### src/prer_pkg.sv
`default_nettype none
package prer_pkg;
  // Configuration offsets (byte addresses)
  localparam logic [11:0] OFF_ROOT_PORT_CONTROL   = 12'h080;
  localparam logic [11:0] OFF_ROOT_PORT_STATUS    = 12'h084;
  localparam logic [11:0] OFF_POSTED_CREDITS      = 12'h0C4;
  localparam logic [11:0] OFF_NONPOSTED_CREDITS   = 12'h0C8;
  localparam logic [11:0] OFF_EXT_CAP_HEADER      = 12'h100;
  localparam logic [11:0] OFF_UNCOR_STATUS        = 12'h104;
  localparam logic [11:0] OFF_UNCOR_MASK          = 12'h108;
  localparam logic [11:0] OFF_HEADER_LOG0         = 12'h11C;
  // Root control bit positions
  localparam int          BIT_SERR_COR            = 0;
  localparam int          BIT_SERR_NONFATAL       = 1;
  localparam int          BIT_SERR_FATAL          = 2;
  localparam int          BIT_PME_INT_EN          = 3;
  localparam logic [3:0]  ROOT_CONTROL_RESET      = 4'h0;
  // Root status bit positions
  localparam int          BIT_PME_STATUS          = 16;
  localparam int          BIT_PME_PENDING         = 17;
  // Uncorrectable error status bit positions
  localparam int          BIT_UNSUPPORTED         = 20;
  localparam int          BIT_MALFORMED           = 18;
  localparam int          BIT_RX_OVERFLOW         = 17;
  localparam int          BIT_UNEXP_CPL           = 16;
  localparam int          BIT_CPL_ABORT           = 15;
  localparam int          BIT_CPL_TIMEOUT         = 14;
  localparam int          BIT_FC_PROTOCOL         = 13;
  localparam int          BIT_POISONED            = 12;
  localparam int          BIT_DL_PROTOCOL         = 4;
  localparam logic [31:0] UNCOR_IMPL_MASK         = 32'h0017_F010;
  localparam logic [31:0] UNCOR_HDRLOG_MASK       = 32'h0017_9000;
  localparam logic [31:0] UNCOR_STATUS_RESET      = 32'h0000_0000;
  localparam logic [31:0] UNCOR_MASK_RESET        = 32'h0000_0000;
  // Fixed read-only values
  localparam logic [31:0] POSTED_CREDITS_VALUE    = 32'h000C_0030;
  localparam logic [31:0] NONPOSTED_CREDITS_VALUE = 32'h0008_0001;
  localparam logic [31:0] EXT_CAP_HEADER_VALUE    = 32'h0001_0001;
  // Error message kinds
  localparam logic [1:0]  MSG_COR                 = 2'h0;
  localparam logic [1:0]  MSG_NONFATAL            = 2'h1;
  localparam logic [1:0]  MSG_FATAL               = 2'h2;
  // Completion timer
  localparam int          CLK_MHZ                 = 125;
  localparam int          TICK_CYCLES             = CLK_MHZ;
  localparam int          CPL_TIMEOUT_MIN_US      = 50;
  localparam int          CPL_TIMEOUT_MAX_MS      = 16;
  localparam int          CPL_TIMEOUT_US          = CPL_TIMEOUT_MAX_MS * 1000;
  // Link widths
  localparam int          SEQ_W                   = 12;
  localparam int          TAG_W                   = 5;
  localparam logic [11:0] ACKED_SEQ_RESET         = 12'hFFF;
endpackage
`default_nettype wire

### src/prer_root_port_regs.sv
// Summary of operation
// - PME interrupt raised on PME message while PME interrupt enable is set.
// - Enabling PME interrupt with status already set raises it at once.
// - Fatal messages give system error when control bit 2 and command enable set.
// - Nonfatal messages give system error when control bit 1 and command enable set.
// - Correctable messages give system error only when control bit 0 is set.
// - PME status bit 16 set on PME; software clears it writing one.
// - Requester ID of the PME flagged by status bit 16 held read-only in bits 15:0.
// - PME pending bit 17 marks a waiting PME, cleared when none remain.
// - Posted credit register reads header 0Ch and data 030h, zeros elsewhere.
// - Non-posted credit register reads header 08h and data 001h, zeros elsewhere.
// - Capability header reads ID 0001h, version 1h, next pointer 000h.
// - Uncorrectable status bits set on error, survive warm reset, write one clears.
// - Header log loads on an unsupported, malformed, overflow, unexpected completion, abort or poisoned error only while no uncorrectable status bit is set.
// - Length, byte-enable or illegal field problems flag malformed packet.
// - Overflow of posted, non-posted or completion queue flags receiver overflow.
// - Completion matching no outstanding request flags unexpected completion.
// - Legal request breaking the programming model flags completer abort.
// - Request timer expires between 50 us and 16 ms, flagging timeout.
// - Finite update to credit first advertised infinite flags flow control error.
// - Received poisoned payload flags poisoned packet status.
// - ACK or NAK naming an invalid sequence number flags link protocol error.
// - End-to-end CRC, training error and reserved bits read zero.
// - Masked errors are still logged but send no error message.
`timescale 1ns/10ps
`default_nettype none
module prer_root_port_regs #(
  parameter int NUM_OUTSTANDING = 4,
  parameter int CPL_TIMEOUT_US  = prer_pkg::CPL_TIMEOUT_US
) (
  input  wire logic                       I_MCLK,
  input  wire logic                       I_RST,
  input  wire logic                       I_PWR_RST,
  input  wire logic [11:0]                I_CFG_ADDR,
  input  wire logic                       I_CFG_WR,
  input  wire logic                       I_CFG_RD,
  input  wire logic [3:0]                 I_CFG_BE,
  input  wire logic [31:0]                I_CFG_WDATA,
  output logic      [31:0]                O_CFG_RDATA,
  output logic                            O_CFG_RVALID,
  input  wire logic                       I_CMD_SERR_EN,
  input  wire logic                       I_ERR_MSG_VALID,
  input  wire logic [1:0]                 I_ERR_MSG_KIND,
  output logic                            O_SYSTEM_ERROR,
  input  wire logic                       I_PME_MSG_VALID,
  input  wire logic [15:0]                I_PME_REQ_ID,
  output logic                            O_PME_INT,
  input  wire logic [127:0]               I_RX_HDR,
  input  wire logic                       I_RX_UNSUPPORTED,
  input  wire logic                       I_RX_LEN_ERR,
  input  wire logic                       I_RX_BE_ERR,
  input  wire logic                       I_RX_FIELD_ERR,
  input  wire logic                       I_RX_POISONED,
  input  wire logic                       I_RX_ABORT_REQ,
  input  wire logic [2:0]                 I_Q_PUSH,
  input  wire logic [2:0]                 I_Q_FULL,
  input  wire logic                       I_REQ_ISSUE,
  input  wire logic [prer_pkg::TAG_W-1:0] I_REQ_TAG,
  output logic                            O_REQ_READY,
  input  wire logic                       I_CPL_VALID,
  input  wire logic [prer_pkg::TAG_W-1:0] I_CPL_TAG,
  input  wire logic                       I_FC_INIT_VALID,
  input  wire logic                       I_FC_UPD_VALID,
  input  wire logic [1:0]                 I_FC_TYPE,
  input  wire logic [7:0]                 I_FC_HDR,
  input  wire logic [11:0]                I_FC_DATA,
  input  wire logic                       I_TLP_SENT,
  input  wire logic                       I_ACK_VALID,
  input  wire logic [prer_pkg::SEQ_W-1:0] I_ACK_SEQ,
  output logic                            O_UNCOR_MSG
);
  import prer_pkg::*;

  localparam int TIME_W = $clog2(CPL_TIMEOUT_US + 1);
  localparam logic [TIME_W-1:0] TIME_LIMIT = TIME_W'(CPL_TIMEOUT_US);
  localparam logic [7:0] TICK_LAST = 8'(TICK_CYCLES - 1);

  typedef struct packed {
    logic [3:0]                       ctrl;
    logic                             pme_status;
    logic                             pme_pending;
    logic [15:0]                      pme_id;
    logic [15:0]                      pme_pend_id;
    logic [31:0]                      unc_sts;
    logic [31:0]                      unc_mask;
    logic [127:0]                     hdr_log;
    logic [7:0]                       tick_cnt;
    logic [NUM_OUTSTANDING-1:0]       ent_valid;
    logic [NUM_OUTSTANDING-1:0][TAG_W-1:0]  ent_tag;
    logic [NUM_OUTSTANDING-1:0][TIME_W-1:0] ent_time;
    logic [5:0]                       fc_inf;
    logic [SEQ_W-1:0]                 next_seq;
    logic [SEQ_W-1:0]                 acked_seq;
    logic [31:0]                      rdata;
    logic                             rvalid;
    logic                             serr;
    logic                             pme_int;
    logic                             unc_msg;
    logic                             req_ready;
  } prer_state_t;

  prer_state_t st;
  prer_state_t next_st;

  logic [31:0]            wmask;
  logic [31:0]            err_ev;
  logic [31:0]            sts_clr;
  logic                   sel_ctrl;
  logic                   sel_rpsts;
  logic                   sel_usts;
  logic                   sel_umask;
  logic                   pme_clr;
  logic                   tick;
  logic                   cpl_hit;
  logic                   alloc_done;
  logic                   timeout_ev;
  logic                   serr_ok;
  logic [SEQ_W-1:0]       seq_dist;
  logic [SEQ_W-1:0]       seq_out;
  logic [31:0]            rd_word;
  logic [11:0]            hdr_off;

  always_comb begin
    next_st    = st;
    wmask      = {{8{I_CFG_BE[3]}}, {8{I_CFG_BE[2]}}, {8{I_CFG_BE[1]}}, {8{I_CFG_BE[0]}}};
    err_ev     = 32'h0000_0000;
    sel_ctrl   = I_CFG_WR && (I_CFG_ADDR[11:2] == OFF_ROOT_PORT_CONTROL[11:2]);
    sel_rpsts  = I_CFG_WR && (I_CFG_ADDR[11:2] == OFF_ROOT_PORT_STATUS[11:2]);
    sel_usts   = I_CFG_WR && (I_CFG_ADDR[11:2] == OFF_UNCOR_STATUS[11:2]);
    sel_umask  = I_CFG_WR && (I_CFG_ADDR[11:2] == OFF_UNCOR_MASK[11:2]);
    pme_clr    = sel_rpsts && I_CFG_BE[2] && I_CFG_WDATA[BIT_PME_STATUS];
    sts_clr    = sel_usts ? (I_CFG_WDATA & wmask) : 32'h0000_0000;
    tick       = (st.tick_cnt == TICK_LAST);
    cpl_hit    = 1'b0;
    alloc_done = 1'b0;
    timeout_ev = 1'b0;
    serr_ok    = 1'b0;
    seq_dist   = I_ACK_SEQ - st.acked_seq;
    seq_out    = st.next_seq - st.acked_seq - 12'h001;
    rd_word    = 32'h0000_0000;
    hdr_off    = I_CFG_ADDR - OFF_HEADER_LOG0;

    // Control register
    if (sel_ctrl && I_CFG_BE[0]) begin
      next_st.ctrl = I_CFG_WDATA[3:0];
    end

    // PME status, pending and requester ID
    if (pme_clr && st.pme_pending) begin
      next_st.pme_status  = 1'b1;
      next_st.pme_id      = st.pme_pend_id;
      next_st.pme_pending = I_PME_MSG_VALID;
      if (I_PME_MSG_VALID) begin
        next_st.pme_pend_id = I_PME_REQ_ID;
      end
    end else if (pme_clr) begin
      next_st.pme_status = I_PME_MSG_VALID;
      if (I_PME_MSG_VALID) begin
        next_st.pme_id = I_PME_REQ_ID;
      end
    end else if (I_PME_MSG_VALID) begin
      if (st.pme_status) begin
        next_st.pme_pending = 1'b1;
        next_st.pme_pend_id = I_PME_REQ_ID;
      end else begin
        next_st.pme_status = 1'b1;
        next_st.pme_id     = I_PME_REQ_ID;
      end
    end
    // Level request follows enable and status of the coming cycle
    next_st.pme_int = next_st.ctrl[BIT_PME_INT_EN] && next_st.pme_status;

    // System error from received error messages
    case (I_ERR_MSG_KIND)
      MSG_FATAL: begin
        serr_ok = st.ctrl[BIT_SERR_FATAL] && I_CMD_SERR_EN;
      end
      MSG_NONFATAL: begin
        serr_ok = st.ctrl[BIT_SERR_NONFATAL] && I_CMD_SERR_EN;
      end
      MSG_COR: begin
        serr_ok = st.ctrl[BIT_SERR_COR];
      end
      default: begin
        serr_ok = 1'b0;
      end
    endcase
    next_st.serr = I_ERR_MSG_VALID && serr_ok;

    // Microsecond tick for completion timers
    next_st.tick_cnt = tick ? 8'h00 : st.tick_cnt + 8'h01;

    // Outstanding requests: match, age, expire, allocate
    for (int i = 0; i < NUM_OUTSTANDING; i++) begin
      if (st.ent_valid[i]) begin
        if (I_CPL_VALID && (st.ent_tag[i] == I_CPL_TAG) && !cpl_hit) begin
          cpl_hit              = 1'b1;
          next_st.ent_valid[i] = 1'b0;
        end else if (st.ent_time[i] == TIME_LIMIT) begin
          timeout_ev           = 1'b1;
          next_st.ent_valid[i] = 1'b0;
        end else if (tick) begin
          next_st.ent_time[i] = st.ent_time[i] + TIME_W'(1);
        end
      end else if (I_REQ_ISSUE && st.req_ready && !alloc_done) begin
        alloc_done           = 1'b1;
        next_st.ent_valid[i] = 1'b1;
        next_st.ent_tag[i]   = I_REQ_TAG;
        next_st.ent_time[i]  = '0;
      end
    end
    next_st.req_ready = ~&next_st.ent_valid;

    // Flow control credit tracking: two flags per type, header and data
    if (I_FC_INIT_VALID && (I_FC_TYPE != 2'h3)) begin
      next_st.fc_inf[{I_FC_TYPE, 1'b0}] = (I_FC_HDR == 8'h00);
      next_st.fc_inf[{I_FC_TYPE, 1'b1}] = (I_FC_DATA == 12'h000);
    end
    if (I_FC_UPD_VALID && (I_FC_TYPE != 2'h3)) begin
      if ((st.fc_inf[{I_FC_TYPE, 1'b0}] && (I_FC_HDR != 8'h00)) ||
          (st.fc_inf[{I_FC_TYPE, 1'b1}] && (I_FC_DATA != 12'h000))) begin
        err_ev[BIT_FC_PROTOCOL] = 1'b1;
      end
    end

    // Data link sequence tracking
    if (I_TLP_SENT) begin
      next_st.next_seq = st.next_seq + 12'h001;
    end
    if (I_ACK_VALID) begin
      if (seq_dist <= seq_out) begin
        next_st.acked_seq = I_ACK_SEQ;
      end else begin
        err_ev[BIT_DL_PROTOCOL] = 1'b1;
      end
    end

    // Error events
    err_ev[BIT_UNSUPPORTED] = I_RX_UNSUPPORTED;
    err_ev[BIT_MALFORMED]   = I_RX_LEN_ERR || I_RX_BE_ERR || I_RX_FIELD_ERR;
    err_ev[BIT_RX_OVERFLOW] = |(I_Q_PUSH & I_Q_FULL);
    err_ev[BIT_UNEXP_CPL]   = I_CPL_VALID && !cpl_hit;
    err_ev[BIT_CPL_ABORT]   = I_RX_ABORT_REQ;
    err_ev[BIT_CPL_TIMEOUT] = timeout_ev;
    err_ev[BIT_POISONED]    = I_RX_POISONED;

    // Sticky status: a new event wins over a clear in the same cycle
    next_st.unc_sts = ((st.unc_sts & ~sts_clr) | err_ev) & UNCOR_IMPL_MASK;
    if (((st.unc_sts & UNCOR_IMPL_MASK) == 32'h0000_0000) &&
        ((err_ev & UNCOR_HDRLOG_MASK) != 32'h0000_0000)) begin
      next_st.hdr_log = I_RX_HDR;
    end
    if (sel_umask) begin
      next_st.unc_mask = ((st.unc_mask & ~wmask) | (I_CFG_WDATA & wmask)) & UNCOR_IMPL_MASK;
    end
    next_st.unc_msg = |(err_ev & ~st.unc_mask & UNCOR_IMPL_MASK);

    // Configuration read
    case (I_CFG_ADDR[11:2])
      OFF_ROOT_PORT_CONTROL[11:2]: begin
        rd_word = {28'h000_0000, st.ctrl};
      end
      OFF_ROOT_PORT_STATUS[11:2]: begin
        rd_word = {14'h0000, st.pme_pending, st.pme_status, st.pme_id};
      end
      OFF_POSTED_CREDITS[11:2]: begin
        rd_word = POSTED_CREDITS_VALUE;
      end
      OFF_NONPOSTED_CREDITS[11:2]: begin
        rd_word = NONPOSTED_CREDITS_VALUE;
      end
      OFF_EXT_CAP_HEADER[11:2]: begin
        rd_word = EXT_CAP_HEADER_VALUE;
      end
      OFF_UNCOR_STATUS[11:2]: begin
        rd_word = st.unc_sts & UNCOR_IMPL_MASK;
      end
      OFF_UNCOR_MASK[11:2]: begin
        rd_word = st.unc_mask;
      end
      default: begin
        if (hdr_off < 12'h010) begin
          rd_word = st.hdr_log[hdr_off[3:2]*32 +: 32];
        end else begin
          rd_word = 32'h0000_0000;
        end
      end
    endcase
    next_st.rvalid = I_CFG_RD;
    if (I_CFG_RD) begin
      next_st.rdata = rd_word;
    end

    // Resets: power reset clears all, warm reset keeps the error registers
    if (I_PWR_RST || I_RST) begin
      next_st.ctrl        = ROOT_CONTROL_RESET;
      next_st.pme_status  = 1'b0;
      next_st.pme_pending = 1'b0;
      next_st.pme_id      = 16'h0000;
      next_st.pme_pend_id = 16'h0000;
      next_st.tick_cnt    = 8'h00;
      next_st.ent_valid   = '0;
      next_st.ent_tag     = '0;
      next_st.ent_time    = '0;
      next_st.fc_inf      = 6'h00;
      next_st.next_seq    = 12'h000;
      next_st.acked_seq   = ACKED_SEQ_RESET;
      next_st.rdata       = 32'h0000_0000;
      next_st.rvalid      = 1'b0;
      next_st.serr        = 1'b0;
      next_st.pme_int     = 1'b0;
      next_st.unc_msg     = 1'b0;
      next_st.req_ready   = 1'b1;
    end
    if (I_PWR_RST) begin
      next_st.unc_sts  = UNCOR_STATUS_RESET;
      next_st.unc_mask = UNCOR_MASK_RESET;
      next_st.hdr_log  = '0;
    end
  end

  always_ff @(posedge I_MCLK) begin
    st <= next_st;
  end

  assign O_CFG_RDATA    = st.rdata;
  assign O_CFG_RVALID   = st.rvalid;
  assign O_SYSTEM_ERROR = st.serr;
  assign O_PME_INT      = st.pme_int;
  assign O_REQ_READY    = st.req_ready;
  assign O_UNCOR_MSG    = st.unc_msg;
endmodule // prer_root_port_regs
`default_nettype wire

### config.mk
export PLATFORM = sky130hd
export DESIGN_NAME = prer_root_port_regs
export DESIGN_NICKNAME = d
export VERILOG_FILES = /design/src/prer_pkg.sv /design/src/prer_root_port_regs.sv
export SDC_FILE = /design/constraint.sdc
export NUM_CORES = 1
export LEC_CHECK = 0
export ABC_AREA = 1
export BUFFER_PORTS_ARGS = -buffer_cell sky130_fd_sc_hd__buf_4
export CAP_MARGIN = 20
export CORE_ASPECT_RATIO = 0.5
export CORE_MARGIN = 2
export CORE_UTILIZATION = 40
export DETAILED_ROUTE_END_ITERATION = 10
export GPL_TIMING_DRIVEN = 0
export PLACE_DENSITY = 0.58
export RECOVER_POWER = 100
export SYNTH_ARGS = -nofsm -noshare
export SYNTH_HDL_FRONTEND = slang
export SYNTH_SLANG_ARGS = --single-unit
### constraint.sdc
create_clock -name I_MCLK -period 5.1 [get_ports I_MCLK]
set_clock_uncertainty 0.1 [all_clocks]
set_input_delay 0.255 -clock I_MCLK [delete_from_list [all_inputs] [get_ports I_MCLK]]
set_output_delay 0.255 -clock I_MCLK [all_outputs]
set_load 0.05 [all_outputs]
==> impl_metrics.tcl, run 1 <==
set metrics [dict create \
    track_usage 0.255 \
    fmax_mhz 228 \
    drive_gt1_frac 0.180 \
    crit_path_max_incr_delay_ns 0.52 \
    drt_iter0_markers 1328 \
    synth.largest_area_cell "dfxtp_1" \
    worstPathRequired_ns 5.45 \
    root_buffer "clkbuf_16" \
    leakagePower_nw 9.09 \
    slowest_stage "dlygate4sd3_1" \
    fin_util 0.529 \
    synth_common_cells "nand2_1 (379), dfxtp_1 (339), nor2_1 (310)" \
    clkSinkCount 339 \
    yosysSeqAreaShare 0.368 \
    outcome "finished, final reports clean" \
    syn_area_um2 18400 \
    antenna_found_initial 1 \
    syn_avg_cell_area_um2 7.27 \
    via_count 18700 \
    multi_input_area_um2 9770 \
    die_w_um 308 \
    fin_crit_sh 0.858 \
    grt_pass1_wl_mm 97.0 \
    initial_core_util 0.406 \
    crit_fanout 10 \
    ys_ff_latch 339 \
    core_um2 45300 \
    rows 55 \
    io_pins 301 \
    post_cts_resized 0 \
    synth_ff_type "dfxtp_1" \
    clock_latency_ns 0.53 \
    cp-end-kind "flop" \
    wirelength_mm 62.3 \
    viasPerCell 5.11 \
    crit_path_frequent_cell "nand2_1" \
    fill_cells 4559 \
    criticalPathCategory "in -> reg" \
    seqCellArea_um2 6790 \
    syn-instance-count 2535 \
    path_clk_slew_ns 0.07 \
    hold_viol 0 \
    clockBufferDepth 3 \
    crit_path_start_kind "input port" \
    netSwitchingFraction 0.268 \
    worst_pin_slew_ns 1.04 \
    setup-tns-final_ns 0 \
    gr-total-overflow 0 \
    finalNetCount 3360 \
    intPower_mw 4.67 \
    maxCapViolations 0 \
    drtAntennaViolNets 0 \
    grt_max_degree 15 \
    cts_setup_buffers 0 \
    cts_made_buffers 35 \
    crit_chain "dlygate4sd3_1 -> clkbuf_4 -> inv_1 -> ha_1 -> fa_1 -> o31ai_1 -> nand2_1 -> nand2_1 -> nand2_1 -> nand2_1 -> a21oi_1 -> xnor2_1 -> ha_1 -> nand4_1 -> nor3_1 -> nand2_1 -> nand3_1 -> nand2_1 -> nand2_1 -> clkinv_1 -> buf_2 -> o211ai_1" \
    syn_to_final_growth_pct 30.2 \
    holdCritPathClass "in -> reg" \
    seqPwrFrac 0.432 \
    p_per_area_nw_per_um2 266 \
    dieArea_um2 47900 \
    synth-edff-count 0 \
    final_max_slew_viol_count 0 \
    synth.most_common_cell "nand2_1" \
    arrival_ns 4.73 \
    min_period_ns 4.38 \
    port_buffers 277 \
    netlist.area_leader.share 0.368 \
    comb_power_share 0.151 \
    synthTopCellsByArea "dfxtp_1 (37%), nand2_1 (7.7%), nor2_1 (6.3%)" \
    p_clk_frac 0.418 \
    synthesis.nets 2853 \
    drtPass1Iterations 5 \
    grt_pass1_vias 17900 \
    gp_congestion 0.910 \
    die_h_um 156 \
    ir_worst_vdd_v 0.000189 \
    hpwl_mm 45.9 \
    cts_tree "yes" \
    synth_cell_type_count 51 \
    async_flop_share 0 \
    switching_power_mw 1.71 \
    rsz0062_at_grt "false" \
    drc 0 \
    maxSlewHeadroom 0.307 \
    wl_per_cell_um 17.0 \
    setup_viol 0 \
    htreeDepth 2 \
    ys_warn_count 0 \
]
==> cells in the final DEF (no fill, tap or decap), types with 19 or more instances in the layout <==
cell / instances
xnor2_1: 19
nand2_1: 383
xor2_1: 36
nor2_1: 312
clkbuf_1: 156
nor3_1: 37
inv_1: 185
buf_4: 271
ha_1: 52
nand3_1: 230
a21oi_1: 208
o211ai_1: 21
a31oi_1: 23
o21ai_0: 172
dfxtp_1: 339
o22ai_1: 23
nand2_2: 100
nand4_1: 53
dlygate4sd3_1: 193
clkbuf_16: 37
a21oi_2: 83
==> power by group through the flow <==
stage | Combinational (mW) | Sequential, mW | Clock, mW
final | 0.962 | 2.75 | 2.66
after CTS | 0.969 | 2.75 | 2.71
after global placement | 0.841 | 2.81 | 0
after global routing | 1.06 | 2.76 | 2.81
after floorplan | 0.500 | 2.80 | 0
after detailed placement | 0.848 | 2.81 | 0
==> through the flow <==
stage / power, mW / instance area, µm² / setup WS (ns) / hold WS (ns) / instances
after global placement: 3.65 / 21300 / 0.772 / 0.340 / 3410
after global routing: 6.63 / 24000 / 0.247 / 0.0420 / 3665
final: 6.38 / 24000 / 0.723 / 0.0224 / 3665
after floorplan: 3.30 / 18400 / 1.73 / 0.268 / 2535
after detailed placement: 3.66 / 21300 / 0.750 / 0.346 / 3410
after CTS: 6.43 / 24300 / 0.755 / 0.00188 / 3664
==> cells by family after synthesis <==
kind of cell | share of synthesized area
compound gates | 0.190
xor+xnor | 0.0261
fa+ha+maj | 0.0375
buf+inv | 0.0946
flops | 0.368
simple gates | 0.283
==> state kept, by name, indices dropped and copies added (netlist names), named ones only <==
name and count:
st 293, O_PME_INT 1, O_UNCOR_MSG 1, O_REQ_READY 1
O_CFG_RDATA 32, O_SYSTEM_ERROR 1, O_CFG_RVALID 1
==> final timing paths <==
path	from	to	slack, ns	cells past startpoint
setup / recovery	I_ACK_SEQ[0]	st[43]	0.72	22
hold / removal	I_FC_HDR[5]	st[65]	0.02	4
setup reg to reg	st[39]	st[43]	0.79	21
hold reg to reg	st[350]	st[350]	0.36	2
==> metal layers <==
layer,global-route usage,up-vias,wire length (µm)
met2,0.430,459,29000
li1,-,9515,-
met1,0.342,8634,28700
met5,0,-,0
met3,0.0322,113,2780
met4,0.0794,0,1840
==> what timing repair did <==
item	4_1_cts	5_1_grt
setup endpoints to repair	0	0
hold buffers	193	0
hold endpoints to repair	216	0
==> worst max-delay path: cells and delay by family <==
kind                     cells  cell delay [ns]
AND/OR/NAND/NOR             10             1.27
adder cells (fa/ha/maj)      3             0.96
buffers and inverters        5             1.30
XOR/XNOR                     1             0.13
AO/OA/AOI/OAI                3             0.80
==> area by class of cell <==
cell class	count	area share
timing repair buffer	470	0.161
sequential	339	0.283
inverter	194	0.0303
antenna	1	0.000104
clock inverter	8	0.00386
buffer	166	0.0397
tap	598	0.0312
multi-input combinational	1836	0.407
clock buffer	53	0.0440
No activity file was read; power rests on OpenSTA's default activity.
==> run 2: changes to the inputs <==
- ABC_AREA: 1 -> default
- CTS_BUF_LIST: default -> sky130_fd_sc_hd__clkbuf_8
==> run 2 against run 1 <==
- final cell count fell by 16%
- die area decreased by 4.8%
- sequential power hardly changed
- clock power is 15% lower
- fmax decreased by 5.7%
- global-route usage decreased by 2.2 points
- final area down 3.8%
- the flow now finishes with violations (max-capacitance violations, max-slew violations)
- area after synthesis fell by 4.9%
==> impl_metrics.tcl, run 2 <==
set metrics [dict create \
    outcome "complete, but fails checks" \
    violations "max-capacitance violations, max-slew violations" \
    die_w_um 300 \
    fmax_mhz 216 \
    cts_made_buffers 52 \
    async_flop_share 0 \
    synth.most_common_cell "dfxtp_1" \
    maxSlewHeadroom -0.388 \
    switching_power_mw 1.53 \
    fin_crit_sh 0.910 \
    worst_slack_ns 0.460 \
    antenna_found_initial 2 \
    setup_viol 0 \
    fin_hold_ws_ns 0.0490 \
    hpwl_mm 38.9 \
    syn_avg_cell_area_um2 9.10 \
    crit_fanout 10 \
    place_ws_ns 0.107 \
    holdCritPathClass "in -> reg" \
    critical_path.reg2reg.endpoint "st[45]" \
    criticalPathCategory "reg -> reg" \
    cts_setup_buffers 0 \
    viasPerCell 4.99 \
    dieArea_um2 45600 \
    synth_common_cells "dfxtp_1 (339), nand2b_1 (271), mux2i_1 (188)" \
    fill_cells 4106 \
    clock_latency_ns 0.60 \
    min_period_ns 4.64 \
    gp_congestion 0.852 \
    netlist.area_leader.share 0.387 \
    arrival_ns 5.00 \
    grt_pass1_wl_mm 84.9 \
    hold_viol 0 \
    final_cell_mix "dfxtp_1 (339), nand2b_1 (271), buf_4 (265)" \
    grt_max_degree 14 \
    final_max_slew_viol_count 10 \
    crit_path_start_kind "flop" \
    yosysSeqAreaShare 0.387 \
    netSwitchingFraction 0.265 \
    drc 0 \
    port_buffers 274 \
    gr-total-overflow 0 \
    ir_worst_vdd_v 0.000175 \
    leakagePower_nw 8.90 \
    path_clk_slew_ns 0.07 \
    synth_cell_type_count 76 \
    p_clk_frac 0.389 \
    synth_ff_type "dfxtp_1" \
    io_pins 301 \
    p_per_area_nw_per_um2 251 \
    core_um2 43400 \
    synth-edff-count 0 \
    drtPass1Iterations 5 \
    syn_to_final_growth_pct 31.7 \
    wl_per_cell_um 17.6 \
    track_usage 0.234 \
    synthTopCellsByArea "dfxtp_1 (39%), mux2i_1 (11%), nand2b_1 (9.7%)" \
    fin_util 0.532 \
    largest_reg_flops 293 \
    seqPwrFrac 0.472 \
    clockBufferDepth 3 \
    via_count 15400 \
    rows 54 \
    cts_tree "yes" \
    wirelength_mm 54.1 \
    ys_warn_count 0 \
    clkSinkCount 339 \
    syn_area_um2 17500 \
    grt_pass1_vias 15300 \
    die_h_um 152 \
    cp-startpoint "st[37]" \
    worst_pin_slew_ns 2.03 \
    worst_r2r_path_depth 19 \
    initial_core_util 0.404 \
    setup-tns-final_ns 0 \
    crit_end "st[45]" \
    comb_power_share 0.139 \
    worstPathRequired_ns 5.46 \
    synth.largest_area_cell "dfxtp_1" \
    htreeDepth 2 \
    maxCapViolations 1 \
    finalNetCount 2772 \
    final_common_cell "dfxtp_1" \
    cp-end-kind "flop" \
    synthesis.nets 2244 \
    root_buffer "clkbuf_8" \
    intPower_mw 4.26 \
    ys_ff_latch 339 \
    r2r_slack_ns 0.46 \
    syn-instance-count 1926 \
    regMostFlops "st" \
    drt_iter0_markers 912 \
    drtAntennaViolNets 0 \
    rsz0062_at_grt "false" \
    fin_total_pwr_mw 5.79 \
    rr_startpoint "st[37]" \
    drive_gt1_frac 0.154 \
]
-- run 2: cell count changes in the layout (fill, tap and decap cells not counted), sizes merged, moves of 24 or more --
cell | before | now
nand3 | 231 | 80
xnor2 | 19 | 51
buf | 293 | 268
inv | 190 | 66
nand2b | 0 | 271
nor2 | 318 | 148
a21oi | 291 | 85
mux4 | 0 | 32
mux2i | 0 | 188
o21ai | 177 | 60
nand2 | 484 | 129
nand4 | 53 | 22
and3 | 1 | 25
-- run 2: power by group through the flow --
| stage | clock network [mW] | logic (mW) | registers [mW] |
|---|---|---|---|
| final | 2.25 | 0.807 | 2.73 |
| after global routing | 2.44 | 0.873 | 2.74 |
| after CTS | 2.32 | 0.814 | 2.73 |
| after detailed placement | 0 | 0.687 | 2.79 |
| after global placement | 0 | 0.684 | 2.79 |
| after floorplan | 0 | 0.382 | 2.78 |
-- run 2: timing repair --
item / in CTS / in global routing
endpoints found under the setup margin: 0 / 8
hold buffers: 200 / 0
gates resized for setup: 0 / 3
endpoints found under the hold margin: 229 / 0
-- run 2: stage by stage --
stage	std cells	area (µm²)
3_5_place_dp	2788	20300
3_3_place_gp	2788	20300
4_1_cts	3075	23300
5_1_grt	3077	23100
6_report	3077	23100
2_1_floorplan	1926	17500
-- run 2: cell type report --
class | count | area (µm²) | share of cell area
diodes | 2 | 5.00 | 0.000217
repair buffers | 474 | 3910 | 0.169
clock inverters | 22 | 101 | 0.00439
plain buffers | 141 | 658 | 0.0285
multi-input cells | 1398 | 9810 | 0.425
flip-flops and latches | 339 | 6790 | 0.294
inverters | 48 | 180 | 0.00781
clock buffers | 65 | 895 | 0.0388
well taps | 588 | 736 | 0.0319
-- run 2: critical path, stage by stage (launching register included) --
cell,delay [ns]
dfxtp_1,0.35
inv_1,0.05
ha_1,0.21
fa_1,0.41
a21o_1,0.20
a21oi_1,0.23
o21bai_1,0.12
a2111o_1,0.45
a31o_2,0.25
a21oi_1,0.17
xor2_1,0.10
ha_1,0.27
nand2_1,0.10
nor2_1,0.12
o21ai_0,0.14
and3_1,0.21
a22oi_2,0.34
clkbuf_2,0.38
mux2i_1,0.22
nand2_1,0.07
-- run 2: logic make-up after synthesis --
group                    synth area share
AND/OR/NAND/NOR                     0.238
flip-flops                          0.387
AO/OA/AOI/OAI                      0.0934
multiplexers                        0.149
buffers and inverters              0.0490
XOR/XNOR                           0.0434
adder cells (fa/ha/maj)            0.0394
-- run 2: routing by layer --
metal / GRT usage / share of wire / vias up
li1: - / - / 7717
met1: 0.299 / 0.45 / 7226
met2: 0.398 / 0.48 / 306
met3: 0.0423 / 0.042 / 112
met4: 0.0800 / 0.033 / 0
met5: 0 / 0 / -
-- run 2: worst min-delay path by stage --
stage	from	to	slack [ns]	cells after the start
detailed placement	st[66]	st[66]	0.36	2
global placement	st[65]	st[65]	0.35	2
global route	I_CFG_RD	O_CFG_RDATA[21]	0.07	3
floorplan	I_RX_POISONED	st[327]	0.27	2
finish	I_CPL_VALID	st[143]	0.05	4
CTS	I_FC_HDR[6]	st[63]	0.03	5
